[src/verilog/sapm_defs.svh]
`ifndef SAPM_DEFS_SVH
`define SAPM_DEFS_SVH
// Register byte offsets
`define SAPM_CTRL_ADDR 8'h00
`define SAPM_BUS_LOW_ADDR 8'h04
`define SAPM_BUS_HIGH_ADDR 8'h08
`define SAPM_PEAK_ADDR 8'h0c
`define SAPM_NOM_ADDR 8'h10
`define SAPM_TAU_ADDR 8'h14
`define SAPM_HOLD_ADDR 8'h18
`define SAPM_STAT_ADDR 8'h1c
`define SAPM_MASK_ADDR 8'h20
`define SAPM_LIVE_ADDR 8'h24
// Control fields
`define SAPM_CTRL_EN_BIT 0
`define SAPM_CTRL_REDUCED_BIT 1
`define SAPM_CTRL_OFFBOARD_BIT 2
`define SAPM_CTRL_DC_BIT 3
`define SAPM_CTRL_BRSEL_BIT 4
`define SAPM_CTRL_FLIP_BIT 5
// Status fields
`define SAPM_ST_BUS_BIT 0
`define SAPM_ST_PEAK_BIT 1
`define SAPM_ST_THERM_BIT 2
`define SAPM_ST_PHASE_BIT 3
`define SAPM_ST_W 4
// Brake chopper offset below the upper limit, millivolts
`define SAPM_CHOP_OFFSET_MV 16'd10000
// Default thermal time constant shift and brake hold time in ms
`define SAPM_TAU_RST 5'd10
`define SAPM_HOLD_RST 16'h0000
`define SAPM_CLK_MHZ 250
`define SAPM_MS_CYCLES (`SAPM_CLK_MHZ * 1000)
`endif

[src/verilog/sapm_pkg.sv]
package sapm_pkg;
    typedef enum logic [1:0] {
        SAPM_OFF = 2'b00,
        SAPM_RUN = 2'b01,
        SAPM_HOLD = 2'b11
    } sapm_state_t;
    typedef logic [15:0] sapm_word_t;
endpackage : sapm_pkg

[src/verilog/sapm_i2t_filter.sv]
`include "sapm_defs.svh"
module sapm_i2t_filter #(
    parameter int CUR_W = 16
) (
    input wire logic clk_i,
    input wire logic rst_i,
    input wire logic sample_i,
    input wire logic [CUR_W-1:0] mag_i,
    input wire logic [4:0] tau_shift_i,
    output logic [2*CUR_W-1:0] avg_o
);
    typedef struct packed {
        logic [2*CUR_W+31:0] acc;
    } sapm_flt_t;
    sapm_flt_t st_ff, nxt_st;
    logic [2*CUR_W-1:0] sq;
    logic [2*CUR_W+31:0] sq_ext;
    // Widen first: a bare product inside a concatenation keeps only CUR_W bits
    assign sq = (2*CUR_W)'(mag_i) * (2*CUR_W)'(mag_i);
    // Scaled accumulator keeps fractional bits so long time constants still move
    always_comb begin
        nxt_st = st_ff;
        sq_ext = {sq, 32'h0000_0000};
        if (sample_i) begin
            nxt_st.acc = st_ff.acc - (st_ff.acc >> tau_shift_i) + (sq_ext >> tau_shift_i);
        end
    end
    always_ff @(posedge clk_i) begin
        if (rst_i) begin
            st_ff <= '0;
        end else begin
            st_ff <= nxt_st;
        end
    end
    assign avg_o = st_ff.acc[2*CUR_W+31:32];
endmodule : sapm_i2t_filter

[src/verilog/sapm_monitor.sv]
// Functional notes
// - Bus voltage outside window raises error
// - Chopper switches 10 V below upper limit
// - Phase check: three required unless reduced allowed
// - Select internal or offboard dump resistor
// - Enabled axis drives selected brake output
// - Disable: brake first, hold enable delay
// - Flip motor direction when set
// - Current magnitude above peak raises error
// - Averaged phase current above nominal raises error
// - Current-square time is thermal time constant
`include "sapm_defs.svh"
module sapm_monitor #(
    parameter int CUR_W = 16,
    parameter int MS_CYCLES = `SAPM_MS_CYCLES
) (
    input wire logic clk_i,
    input wire logic rst_i,
    input wire logic wb_cyc_i,
    input wire logic wb_stb_i,
    input wire logic wb_we_i,
    input wire logic [7:0] wb_adr_i,
    input wire logic [3:0] wb_sel_i,
    input wire logic [31:0] wb_dat_i,
    output logic [31:0] wb_dat_o,
    output logic wb_ack_o,
    input wire logic [15:0] bus_mv_i,
    input wire logic [2:0] phase_ok_i,
    input wire logic signed [CUR_W-1:0] cur_a_i,
    input wire logic signed [CUR_W-1:0] cur_b_i,
    input wire logic signed [CUR_W-1:0] cur_c_i,
    input wire logic cur_valid_i,
    output logic stage_en_o,
    output logic motor_dir_flip_o,
    output logic three_phase_sync_type_o,
    output logic digital_output_one_o,
    output logic digital_output_two_o,
    output logic motor_connector_brake_o,
    output logic chopper_on_o,
    output logic offboard_dump_resistor_sel_o,
    output logic irq_o
);
    import sapm_pkg::*;
    localparam int ST_W = `SAPM_ST_W;
    typedef struct packed {
        logic [5:0] ctrl;
        sapm_word_t low;
        sapm_word_t high;
        logic [CUR_W-1:0] peak;
        logic [CUR_W-1:0] nom;
        logic [4:0] tau;
        sapm_word_t hold;
        logic [ST_W-1:0] stat;
        logic [ST_W-1:0] mask;
        sapm_state_t state;
        logic [31:0] tick;
        sapm_word_t ms_left;
        logic [31:0] rdat;
        logic ack;
        logic stage;
        logic flip;
        logic sync;
        logic out1;
        logic out2;
        logic conn;
        logic chop;
        logic offb;
        logic irq;
    } sapm_mon_t;
    sapm_mon_t st_ff, nxt_st;
    logic [2*CUR_W-1:0] avg_a, avg_b, avg_c;
    logic [CUR_W-1:0] mag_a, mag_b, mag_c;
    logic [ST_W-1:0] ev;
    logic wr, rd_hit;
    logic [31:0] wmask;
    logic [16:0] chop_thr;
    logic [2*CUR_W-1:0] nom_sq;
    function automatic logic [CUR_W-1:0] absv(input logic signed [CUR_W-1:0] v);
        absv = v[CUR_W-1] ? CUR_W'(-v) : CUR_W'(v);
    endfunction : absv
    function automatic logic [31:0] merge(input logic [31:0] old, input logic [31:0] d,
                                          input logic [31:0] m);
        merge = (old & ~m) | (d & m);
    endfunction : merge
    assign mag_a = absv(cur_a_i);
    assign mag_b = absv(cur_b_i);
    assign mag_c = absv(cur_c_i);
    sapm_i2t_filter #(.CUR_W(CUR_W)) u_flt_a (.clk_i(clk_i), .rst_i(rst_i),
        .sample_i(cur_valid_i), .mag_i(mag_a), .tau_shift_i(st_ff.tau), .avg_o(avg_a));
    sapm_i2t_filter #(.CUR_W(CUR_W)) u_flt_b (.clk_i(clk_i), .rst_i(rst_i),
        .sample_i(cur_valid_i), .mag_i(mag_b), .tau_shift_i(st_ff.tau), .avg_o(avg_b));
    sapm_i2t_filter #(.CUR_W(CUR_W)) u_flt_c (.clk_i(clk_i), .rst_i(rst_i),
        .sample_i(cur_valid_i), .mag_i(mag_c), .tau_shift_i(st_ff.tau), .avg_o(avg_c));
    assign wmask = {{8{wb_sel_i[3]}}, {8{wb_sel_i[2]}}, {8{wb_sel_i[1]}}, {8{wb_sel_i[0]}}};
    assign wr = wb_cyc_i && wb_stb_i && wb_we_i && !st_ff.ack;
    assign chop_thr = {1'b0, st_ff.high} - {1'b0, `SAPM_CHOP_OFFSET_MV};
    // Square of the rating shared by all three phase compares
    assign nom_sq = (2*CUR_W)'(st_ff.nom) * (2*CUR_W)'(st_ff.nom);
    always_comb begin
        ev = '0;
        ev[`SAPM_ST_BUS_BIT] = (bus_mv_i < st_ff.low) || (bus_mv_i > st_ff.high);
        ev[`SAPM_ST_PEAK_BIT] = cur_valid_i && ((mag_a > st_ff.peak) || (mag_b > st_ff.peak)
                                || (mag_c > st_ff.peak));
        ev[`SAPM_ST_THERM_BIT] = (avg_a > nom_sq) || (avg_b > nom_sq)
                                 || (avg_c > nom_sq);
        // Reduced mode flags only when no phase is present; otherwise all three must be present
        ev[`SAPM_ST_PHASE_BIT] = st_ff.ctrl[`SAPM_CTRL_REDUCED_BIT] ? (phase_ok_i == 3'b000)
                                 : (phase_ok_i != 3'b111);
    end
    always_comb begin
        nxt_st = st_ff;
        rd_hit = 1'b1;
        nxt_st.ack = wb_cyc_i && wb_stb_i && !st_ff.ack;
        nxt_st.rdat = 32'h0000_0000;
        case (wb_adr_i)
            `SAPM_CTRL_ADDR: nxt_st.rdat = {26'h0, st_ff.ctrl};
            `SAPM_BUS_LOW_ADDR: nxt_st.rdat = {16'h0, st_ff.low};
            `SAPM_BUS_HIGH_ADDR: nxt_st.rdat = {16'h0, st_ff.high};
            `SAPM_PEAK_ADDR: nxt_st.rdat = 32'(st_ff.peak);
            `SAPM_NOM_ADDR: nxt_st.rdat = 32'(st_ff.nom);
            `SAPM_TAU_ADDR: nxt_st.rdat = {27'h0, st_ff.tau};
            `SAPM_HOLD_ADDR: nxt_st.rdat = {16'h0, st_ff.hold};
            `SAPM_STAT_ADDR: nxt_st.rdat = 32'(st_ff.stat);
            `SAPM_MASK_ADDR: nxt_st.rdat = 32'(st_ff.mask);
            `SAPM_LIVE_ADDR: nxt_st.rdat = {24'h0, 3'h0, ev, st_ff.state == SAPM_HOLD};
            default: rd_hit = 1'b0;
        endcase
        // Read data stands the cycle after each sampled read request, with or without ack; writes and unmapped reads return zero
        if (!(wb_cyc_i && wb_stb_i) || wb_we_i || !rd_hit) begin
            nxt_st.rdat = 32'h0000_0000;
        end
        // Set wins over a simultaneous write-one clear
        nxt_st.stat = st_ff.stat | ev;
        if (wr) begin
            case (wb_adr_i)
                `SAPM_CTRL_ADDR: nxt_st.ctrl = 6'(merge(32'(st_ff.ctrl), wb_dat_i, wmask));
                `SAPM_BUS_LOW_ADDR: nxt_st.low = 16'(merge(32'(st_ff.low), wb_dat_i, wmask));
                `SAPM_BUS_HIGH_ADDR: nxt_st.high = 16'(merge(32'(st_ff.high), wb_dat_i, wmask));
                `SAPM_PEAK_ADDR: nxt_st.peak = CUR_W'(merge(32'(st_ff.peak), wb_dat_i, wmask));
                `SAPM_NOM_ADDR: nxt_st.nom = CUR_W'(merge(32'(st_ff.nom), wb_dat_i, wmask));
                `SAPM_TAU_ADDR: nxt_st.tau = 5'(merge(32'(st_ff.tau), wb_dat_i, wmask));
                `SAPM_HOLD_ADDR: nxt_st.hold = 16'(merge(32'(st_ff.hold), wb_dat_i, wmask));
                `SAPM_STAT_ADDR: begin
                    if (wb_sel_i[0]) begin
                        nxt_st.stat = (st_ff.stat & ~wb_dat_i[ST_W-1:0]) | ev;
                    end
                end
                `SAPM_MASK_ADDR: begin
                    if (wb_sel_i[0]) begin
                        nxt_st.mask = wb_dat_i[ST_W-1:0];
                    end
                end
                default: ;
            endcase
        end
        // Axis sequencer; any latched error forces power stage off
        if (st_ff.tick != 32'h0) begin
            nxt_st.tick = st_ff.tick - 32'h1;
        end
        case (st_ff.state)
            SAPM_OFF: begin
                if (st_ff.ctrl[`SAPM_CTRL_EN_BIT] && st_ff.stat == '0) begin
                    nxt_st.state = SAPM_RUN;
                end
            end
            SAPM_RUN: begin
                if (st_ff.stat != '0) begin
                    nxt_st.state = SAPM_OFF;
                end else if (!st_ff.ctrl[`SAPM_CTRL_EN_BIT]) begin
                    nxt_st.state = SAPM_HOLD;
                    nxt_st.ms_left = st_ff.hold;
                    nxt_st.tick = 32'(MS_CYCLES - 1);
                end
            end
            SAPM_HOLD: begin
                if (st_ff.stat != '0 || st_ff.ms_left == 16'h0) begin
                    nxt_st.state = SAPM_OFF;
                end else if (st_ff.tick == 32'h0) begin
                    nxt_st.ms_left = st_ff.ms_left - 16'h1;
                    nxt_st.tick = 32'(MS_CYCLES - 1);
                end
            end
            default: nxt_st.state = SAPM_OFF;
        endcase
        nxt_st.stage = (nxt_st.state != SAPM_OFF);
        nxt_st.out1 = (nxt_st.state == SAPM_RUN) && !st_ff.ctrl[`SAPM_CTRL_BRSEL_BIT];
        nxt_st.conn = nxt_st.out1;
        nxt_st.out2 = (nxt_st.state == SAPM_RUN) && st_ff.ctrl[`SAPM_CTRL_BRSEL_BIT];
        nxt_st.flip = st_ff.ctrl[`SAPM_CTRL_FLIP_BIT];
        nxt_st.sync = !st_ff.ctrl[`SAPM_CTRL_DC_BIT];
        nxt_st.offb = st_ff.ctrl[`SAPM_CTRL_OFFBOARD_BIT];
        nxt_st.chop = !chop_thr[16] && ({1'b0, bus_mv_i} > chop_thr);
        nxt_st.irq = |(nxt_st.stat & st_ff.mask);
    end
    always_ff @(posedge clk_i) begin
        if (rst_i) begin
            st_ff <= '0;
            st_ff.tau <= `SAPM_TAU_RST;
            st_ff.hold <= `SAPM_HOLD_RST;
            st_ff.high <= 16'hffff;
            st_ff.peak <= '1;
            st_ff.nom <= '1;
            st_ff.state <= SAPM_OFF;
        end else begin
            st_ff <= nxt_st;
        end
    end
    assign wb_dat_o = st_ff.rdat;
    assign wb_ack_o = st_ff.ack;
    assign stage_en_o = st_ff.stage;
    assign motor_dir_flip_o = st_ff.flip;
    assign three_phase_sync_type_o = st_ff.sync;
    assign digital_output_one_o = st_ff.out1;
    assign digital_output_two_o = st_ff.out2;
    assign motor_connector_brake_o = st_ff.conn;
    assign chopper_on_o = st_ff.chop;
    assign offboard_dump_resistor_sel_o = st_ff.offb;
    assign irq_o = st_ff.irq;

    // Checks sample registered state, so those driven by inputs expect their effect one edge later
    bus_window_a: assert property (@(posedge clk_i) disable iff (rst_i)
        (bus_mv_i > st_ff.high) |=> st_ff.stat[`SAPM_ST_BUS_BIT])
        else $error("bus window error not raised");
    bus_low_a: assert property (@(posedge clk_i) disable iff (rst_i)
        (bus_mv_i < st_ff.low) |=> st_ff.stat[`SAPM_ST_BUS_BIT])
        else $error("low bus error not raised");
    bus_quiet_a: assert property (@(posedge clk_i) disable iff (rst_i)
        (!st_ff.stat[`SAPM_ST_BUS_BIT] && bus_mv_i >= st_ff.low && bus_mv_i <= st_ff.high)
        |=> !st_ff.stat[`SAPM_ST_BUS_BIT])
        else $error("bus error inside window");
    chop_level_a: assert property (@(posedge clk_i) disable iff (rst_i)
        (st_ff.high > 16'd20000 && bus_mv_i > st_ff.high - 16'd10000) |=> chopper_on_o)
        else $error("chopper not on above threshold");
    chop_off_a: assert property (@(posedge clk_i) disable iff (rst_i)
        (st_ff.high >= `SAPM_CHOP_OFFSET_MV && bus_mv_i <= st_ff.high - `SAPM_CHOP_OFFSET_MV)
        |=> !chopper_on_o)
        else $error("chopper on below threshold");
    phase_miss_a: assert property (@(posedge clk_i) disable iff (rst_i)
        (!st_ff.ctrl[1] && phase_ok_i == 3'b011) |=> st_ff.stat[3])
        else $error("missing phase not flagged");
    phase_ok_a: assert property (@(posedge clk_i) disable iff (rst_i)
        (st_ff.ctrl[1] && phase_ok_i != 3'b000 && !st_ff.stat[3]) |=> !st_ff.stat[3])
        else $error("reduced phase wrongly flagged");
    dump_sel_a: assert property (@(posedge clk_i) disable iff (rst_i)
        ##1 offboard_dump_resistor_sel_o == $past(st_ff.ctrl[2]))
        else $error("resistor select mismatch");
    brake_out_a: assert property (@(posedge clk_i) disable iff (rst_i)
        (digital_output_one_o || digital_output_two_o) |-> stage_en_o)
        else $error("brake released while stage off");
    brake_excl_a: assert property (@(posedge clk_i) disable iff (rst_i)
        digital_output_two_o |-> !digital_output_one_o)
        else $error("both brake outputs set");
    conn_match_a: assert property (@(posedge clk_i) disable iff (rst_i)
        motor_connector_brake_o == digital_output_one_o)
        else $error("connector brake differs from output one");
    run_stage_a: assert property (@(posedge clk_i) disable iff (rst_i)
        (st_ff.state == SAPM_RUN) |-> stage_en_o)
        else $error("stage off while running");
    hold_delay_a: assert property (@(posedge clk_i) disable iff (rst_i)
        ($fell(digital_output_one_o) && st_ff.state == SAPM_HOLD && st_ff.hold != 16'h0)
        |-> stage_en_o [*8])
        else $error("stage dropped before hold time");
    hold_out_a: assert property (@(posedge clk_i) disable iff (rst_i)
        (st_ff.state == SAPM_HOLD) |-> !digital_output_one_o && !digital_output_two_o)
        else $error("brake still released in hold");
    dir_flip_a: assert property (@(posedge clk_i) disable iff (rst_i)
        ##1 motor_dir_flip_o == $past(st_ff.ctrl[5]))
        else $error("direction flip mismatch");
    peak_err_a: assert property (@(posedge clk_i) disable iff (rst_i)
        (cur_valid_i && mag_a > st_ff.peak) |=> st_ff.stat[1] ##1 !stage_en_o)
        else $error("peak error not latched");
    peak_b_a: assert property (@(posedge clk_i) disable iff (rst_i)
        (cur_valid_i && mag_b > st_ff.peak) |=> st_ff.stat[`SAPM_ST_PEAK_BIT])
        else $error("phase b peak not flagged");
    therm_set_a: assert property (@(posedge clk_i) disable iff (rst_i)
        (avg_a > nom_sq) |=> st_ff.stat[`SAPM_ST_THERM_BIT])
        else $error("thermal error not raised");
    err_latch_a: assert property (@(posedge clk_i) disable iff (rst_i)
        (st_ff.stat[2] && !(wr && wb_adr_i == `SAPM_STAT_ADDR)) |=> st_ff.stat[2])
        else $error("thermal error dropped");
    peak_keep_a: assert property (@(posedge clk_i) disable iff (rst_i)
        (st_ff.stat[1] && !(wr && wb_adr_i == `SAPM_STAT_ADDR)) |=> st_ff.stat[1])
        else $error("peak error dropped");
    fault_off_a: assert property (@(posedge clk_i) disable iff (rst_i)
        (st_ff.stat != '0) |=> !stage_en_o)
        else $error("stage on with latched error");
    irq_level_a: assert property (@(posedge clk_i) disable iff (rst_i)
        irq_o == |(st_ff.stat & $past(st_ff.mask)))
        else $error("interrupt level mismatch");
    ack_pulse_a: assert property (@(posedge clk_i) disable iff (rst_i)
        wb_ack_o |=> !wb_ack_o)
        else $error("ack longer than one cycle");
    run_cov_c: cover property (@(posedge clk_i) st_ff.state == SAPM_RUN);
    therm_cov_c: cover property (@(posedge clk_i) $rose(st_ff.stat[`SAPM_ST_THERM_BIT]));
    hold_cov_c: cover property (@(posedge clk_i) st_ff.state == SAPM_HOLD ##1 !stage_en_o);
    chop_cov_c: cover property (@(posedge clk_i) $rose(chopper_on_o));
    irq_cov_c: cover property (@(posedge clk_i) $rose(irq_o));
endmodule : sapm_monitor

[config.mk]
export PLATFORM = sky130hd
export DESIGN_NAME = sapm_monitor
export DESIGN_NICKNAME = d
export VERILOG_FILES = /design/src/verilog/sapm_pkg.sv /design/src/verilog/sapm_i2t_filter.sv /design/src/verilog/sapm_monitor.sv
export VERILOG_INCLUDE_DIRS = /design/src /design/src/verilog
export SDC_FILE = /design/constraint.sdc
export NUM_CORES = 2
export LEC_CHECK = 0
export ABC_AREA = 0
export BUFFER_PORTS_ARGS = -buffer_cell sky130_fd_sc_hd__buf_4
export CORE_UTILIZATION = 30
export DETAILED_ROUTE_END_ITERATION = 8
export SETUP_SLACK_MARGIN = 0.15
export SYNTH_ARGS = -nofsm -noshare
export SYNTH_HDL_FRONTEND = slang
export SYNTH_SLANG_ARGS = --single-unit
[constraint.sdc]
create_clock -name clk_i -period 15.2 [get_ports clk_i]
set_clock_uncertainty 0.2 [all_clocks]
set_input_delay 2.28 -clock clk_i [delete_from_list [all_inputs] [get_ports clk_i]]
set_output_delay 2.28 -clock clk_i [all_outputs]
set_load 0.005 [all_outputs]
==> impl_results.md <==
* Number of DRC violations after detailed routing at 0
* R2R depth at 33
* Launching element type of the critical path: input pin
* Post-synthesis instance area at 78800 sq um
* Final sum of negative setup slack at 0 ps
* CTS clock-pin slew for the worst setup and hold paths at 60 ps
* Library cell used as clock root buffer: sky130_fd_sc_hd__clkbuf_16
* Post-CTS setup buffers at 0
* Count of buffers inserted at the top-level ports at around 120
* Mean post-synth cell area at 8.02 sq um
* Slew of the pin with the lowest slew margin at 1340 ps
* PostCTS Resize Cnt at 0
* Post-Route Hold Slack at 258 ps
* Buffer depth of the longest clock path at 3
* Fraction of layout cells with a size suffix above 1 at 7.47%
* Met3 Routed Length at 24900 microns
* Total Die Area at 265000 sq um
* Number of antenna violations at the first check in global routing at 9
* GRT Resource Usage Total at about a fifth
* Highest fanout seen on the critical path at 8
* Hold Violations, Final at 0
* Global-route wire length before repair at 413000 microns
* Skew-Pair Late Insertion Delay at 710 ps
* Max-slew violation total from the final report at 0
* Setup slack, reg-to-reg at 4870 ps
* Number of cells produced by synthesis at 9823
* Number of enable flip-flop cells after synthesis at 0
* Number of global-route vias before repair at 69000
* Most frequent cells in the layout: sky130_fd_sc_hd__inv_1, sky130_fd_sc_hd__nand2_1, sky130_fd_sc_hd__fa_1, sky130_fd_sc_hd__nor2_1, sky130_fd_sc_hd__ha_1
* Result of the run: completed
* DR WL met2 at 117000 microns
* Post-synthesis sequential area ratio at 9.30%
* Critical Path Sink Type: register
* Total grt overflow at 0
* Crit-path max cell delay at 750 ps
* Count of fill cells added during filler insertion at between 20000 and 30000
* GPL Wtd Cong at between 0.9 and 1
* Number of failing setup endpoints in the final timing report at 0
* Post-route minimum period at 14460 ps
* Most common cell after layout, fill and taps aside: sky130_fd_sc_hd__inv_1
* Ys async rst share at 0%
* Die span in x at about 510 microns
* Upper clock frequency limit at between 60 and 70 MHz
* Endpoint, Worst Hold: st_ff[82]
* Unrepaired setup endpoints after global routing: no
* Routed Antenna Nets at 0
* Kind of cell adding the most delay to the critical path: compound AO/OA/AOI/OAI gates
* CP arrival at 14830 ps
* Critical path buffers and inverters at 7
* Clock sink total at roughly 370
* Number of vias in the routed layout at 70400
* Top routing layer in use: met5
* Area added between synthesis and finish at 9.24%
* Total CTS buffers at 49
* Starting density of the core at slightly above 30%
* Worst Hold Class: register to register
* Warnings, synthesis at 0
* IO Count at around 160
* Placeable Area at between 200000 and 300000 sq um
* Startpoint of the tightest hold check path: st_ff[82]
* Maximum number of pins on one net before global-route repair at 158
* Cell variety after synth at 97
* Critical path's slowest cell: sky130_fd_sc_hd__or4_1
* DRC marker count from the first detailed-route iteration at between 7000 and 8000
* Area of combinational cells with multiple inputs at 63900 sq um
* Sequential cell area at 7350 sq um
* Most common cell on crit path: sky130_fd_sc_hd__fa_1
* Routed wire length at 267000 microns
* Maxcap violations at 0
* Post-synth top flop: sky130_fd_sc_hd__dfxtp_1
* Vertical die dimension at 514 microns
* H-tree Lvls at 2
* HPWL reported at the end of detailed placement at 213000 microns
* Quantity of hold-fixing buffers added after cts at 0
* Max_slew headroom at 10.6%
* TritonCTS clock tree: built
* Worst hold path depth at 2
* Number of nets in the layout at 11500
* Number of placement rows at 187
* RR Endpoint: irq_o
* Required time of the worst setup path at between 15000 and 20000 ps
* Number of vias per cell at 5.28
* Wire per inst at about 20 microns
* Wire length on met1 at between 100000 and 150000 microns
* Post-route clock period utilization at a little over nine tenths
* Setup Crit Path Kind: input pin to register
* Detailed-router iteration count before antenna repair at 6
* Register bit count reported by yosys at roughly 370
per-layer routing:
metal | vias up | track usage, %
li1 | 33000 | -
met1 | 34100 | 27.0
met2 | 2854 | 31.4
met3 | 443 | 4.08
met4 | 8 | 6.65
met5 | - | 0
logic make-up (layout without fill, tap and decap cells):
logic type      Yosys count  after routing  synth area share (%)
other cells               2             55               0.00954
fa+ha+maj              1614           1614                  33.7
mux                     621            621                  10.7
compound gates         2014           2014                  16.5
buf+inv                2022           1973                  9.82
simple gates           2812           2812                  15.8
xor+xnor                372            372                  4.18
flops                   366            366                  9.30
worst max-delay path by stage:
| stage | depth (start not counted) | from | slack [ps] | end |
|---|---|---|---|---|
| after floorplan | 45 | cur_a_i[0] | 1030 | u_flt_a.st_ff[63] |
| final | 41 | cur_c_i[4] | 740 | u_flt_c.st_ff[63] |
| after global routing | 41 | cur_c_i[4] | 160 | u_flt_c.st_ff[63] |
| after CTS | 41 | cur_c_i[4] | 910 | u_flt_c.st_ff[63] |
| after detailed placement | 41 | cur_c_i[4] | 230 | u_flt_c.st_ff[63] |
| after global placement | 41 | cur_c_i[4] | 230 | u_flt_c.st_ff[63] |
final cells by class:
type                            instances  area share, %
Antenna cell                            6         0.0175
Sequential cell                       366           8.54
Tap cell                             3496           5.08
Clock buffer                           61           1.60
Inverter                             1528           6.70
Multi-Input combinational cell       7482           74.3
Clock inverter                         27          0.601
Timing Repair Buffer                  357           3.20
metrics by stage:
stage	instances	instance area [sq um]	utilization (%)	setup slack, ps
floorplan	9870	78900	-	1030
global placement	13200	84100	32.3	230
detailed placement	13200	84100	32.3	234
CTS	13300	86000	33.0	915
global route	13300	86000	33.0	159
finish	13300	86000	33.0	738
cells in the mapped netlist, types with 100 or more instances:
| master | n | share of area [%] |
|---|---|---|
| sky130_fd_sc_hd__ha_1 | 772 | 12 |
| sky130_fd_sc_hd__nand3_1 | 174 | 1.1 |
| sky130_fd_sc_hd__and2_1 | 100 | 0.79 |
| sky130_fd_sc_hd__xor2_1 | 154 | 1.7 |
| sky130_fd_sc_hd__o21ai_0 | 373 | 2.4 |
| sky130_fd_sc_hd__mux4_2 | 174 | 5.0 |
| sky130_fd_sc_hd__a21oi_1 | 565 | 3.6 |
| sky130_fd_sc_hd__fa_1 | 842 | 21 |
| sky130_fd_sc_hd__mux2i_1 | 408 | 5.2 |
| sky130_fd_sc_hd__nand2_1 | 1172 | 5.6 |
| sky130_fd_sc_hd__nor2_1 | 821 | 3.9 |
| sky130_fd_sc_hd__xnor2_1 | 215 | 2.4 |
| sky130_fd_sc_hd__clkbuf_1 | 368 | 1.8 |
| sky130_fd_sc_hd__inv_1 | 1502 | 7.2 |
| sky130_fd_sc_hd__dfxtp_1 | 366 | 9.3 |
| sky130_fd_sc_hd__a21o_1 | 286 | 2.7 |
tightest hold or removal path, cell delays in order, from the launching register on:
cell and delay [ps]:
sky130_fd_sc_hd__dfxtp_1 310, sky130_fd_sc_hd__nand2_1 50, sky130_fd_sc_hd__a21oi_1 50
Power is left out: the tool's default activity adds up to more than one toggle a clock period on the data nets, which glitch-free logic cannot reach.
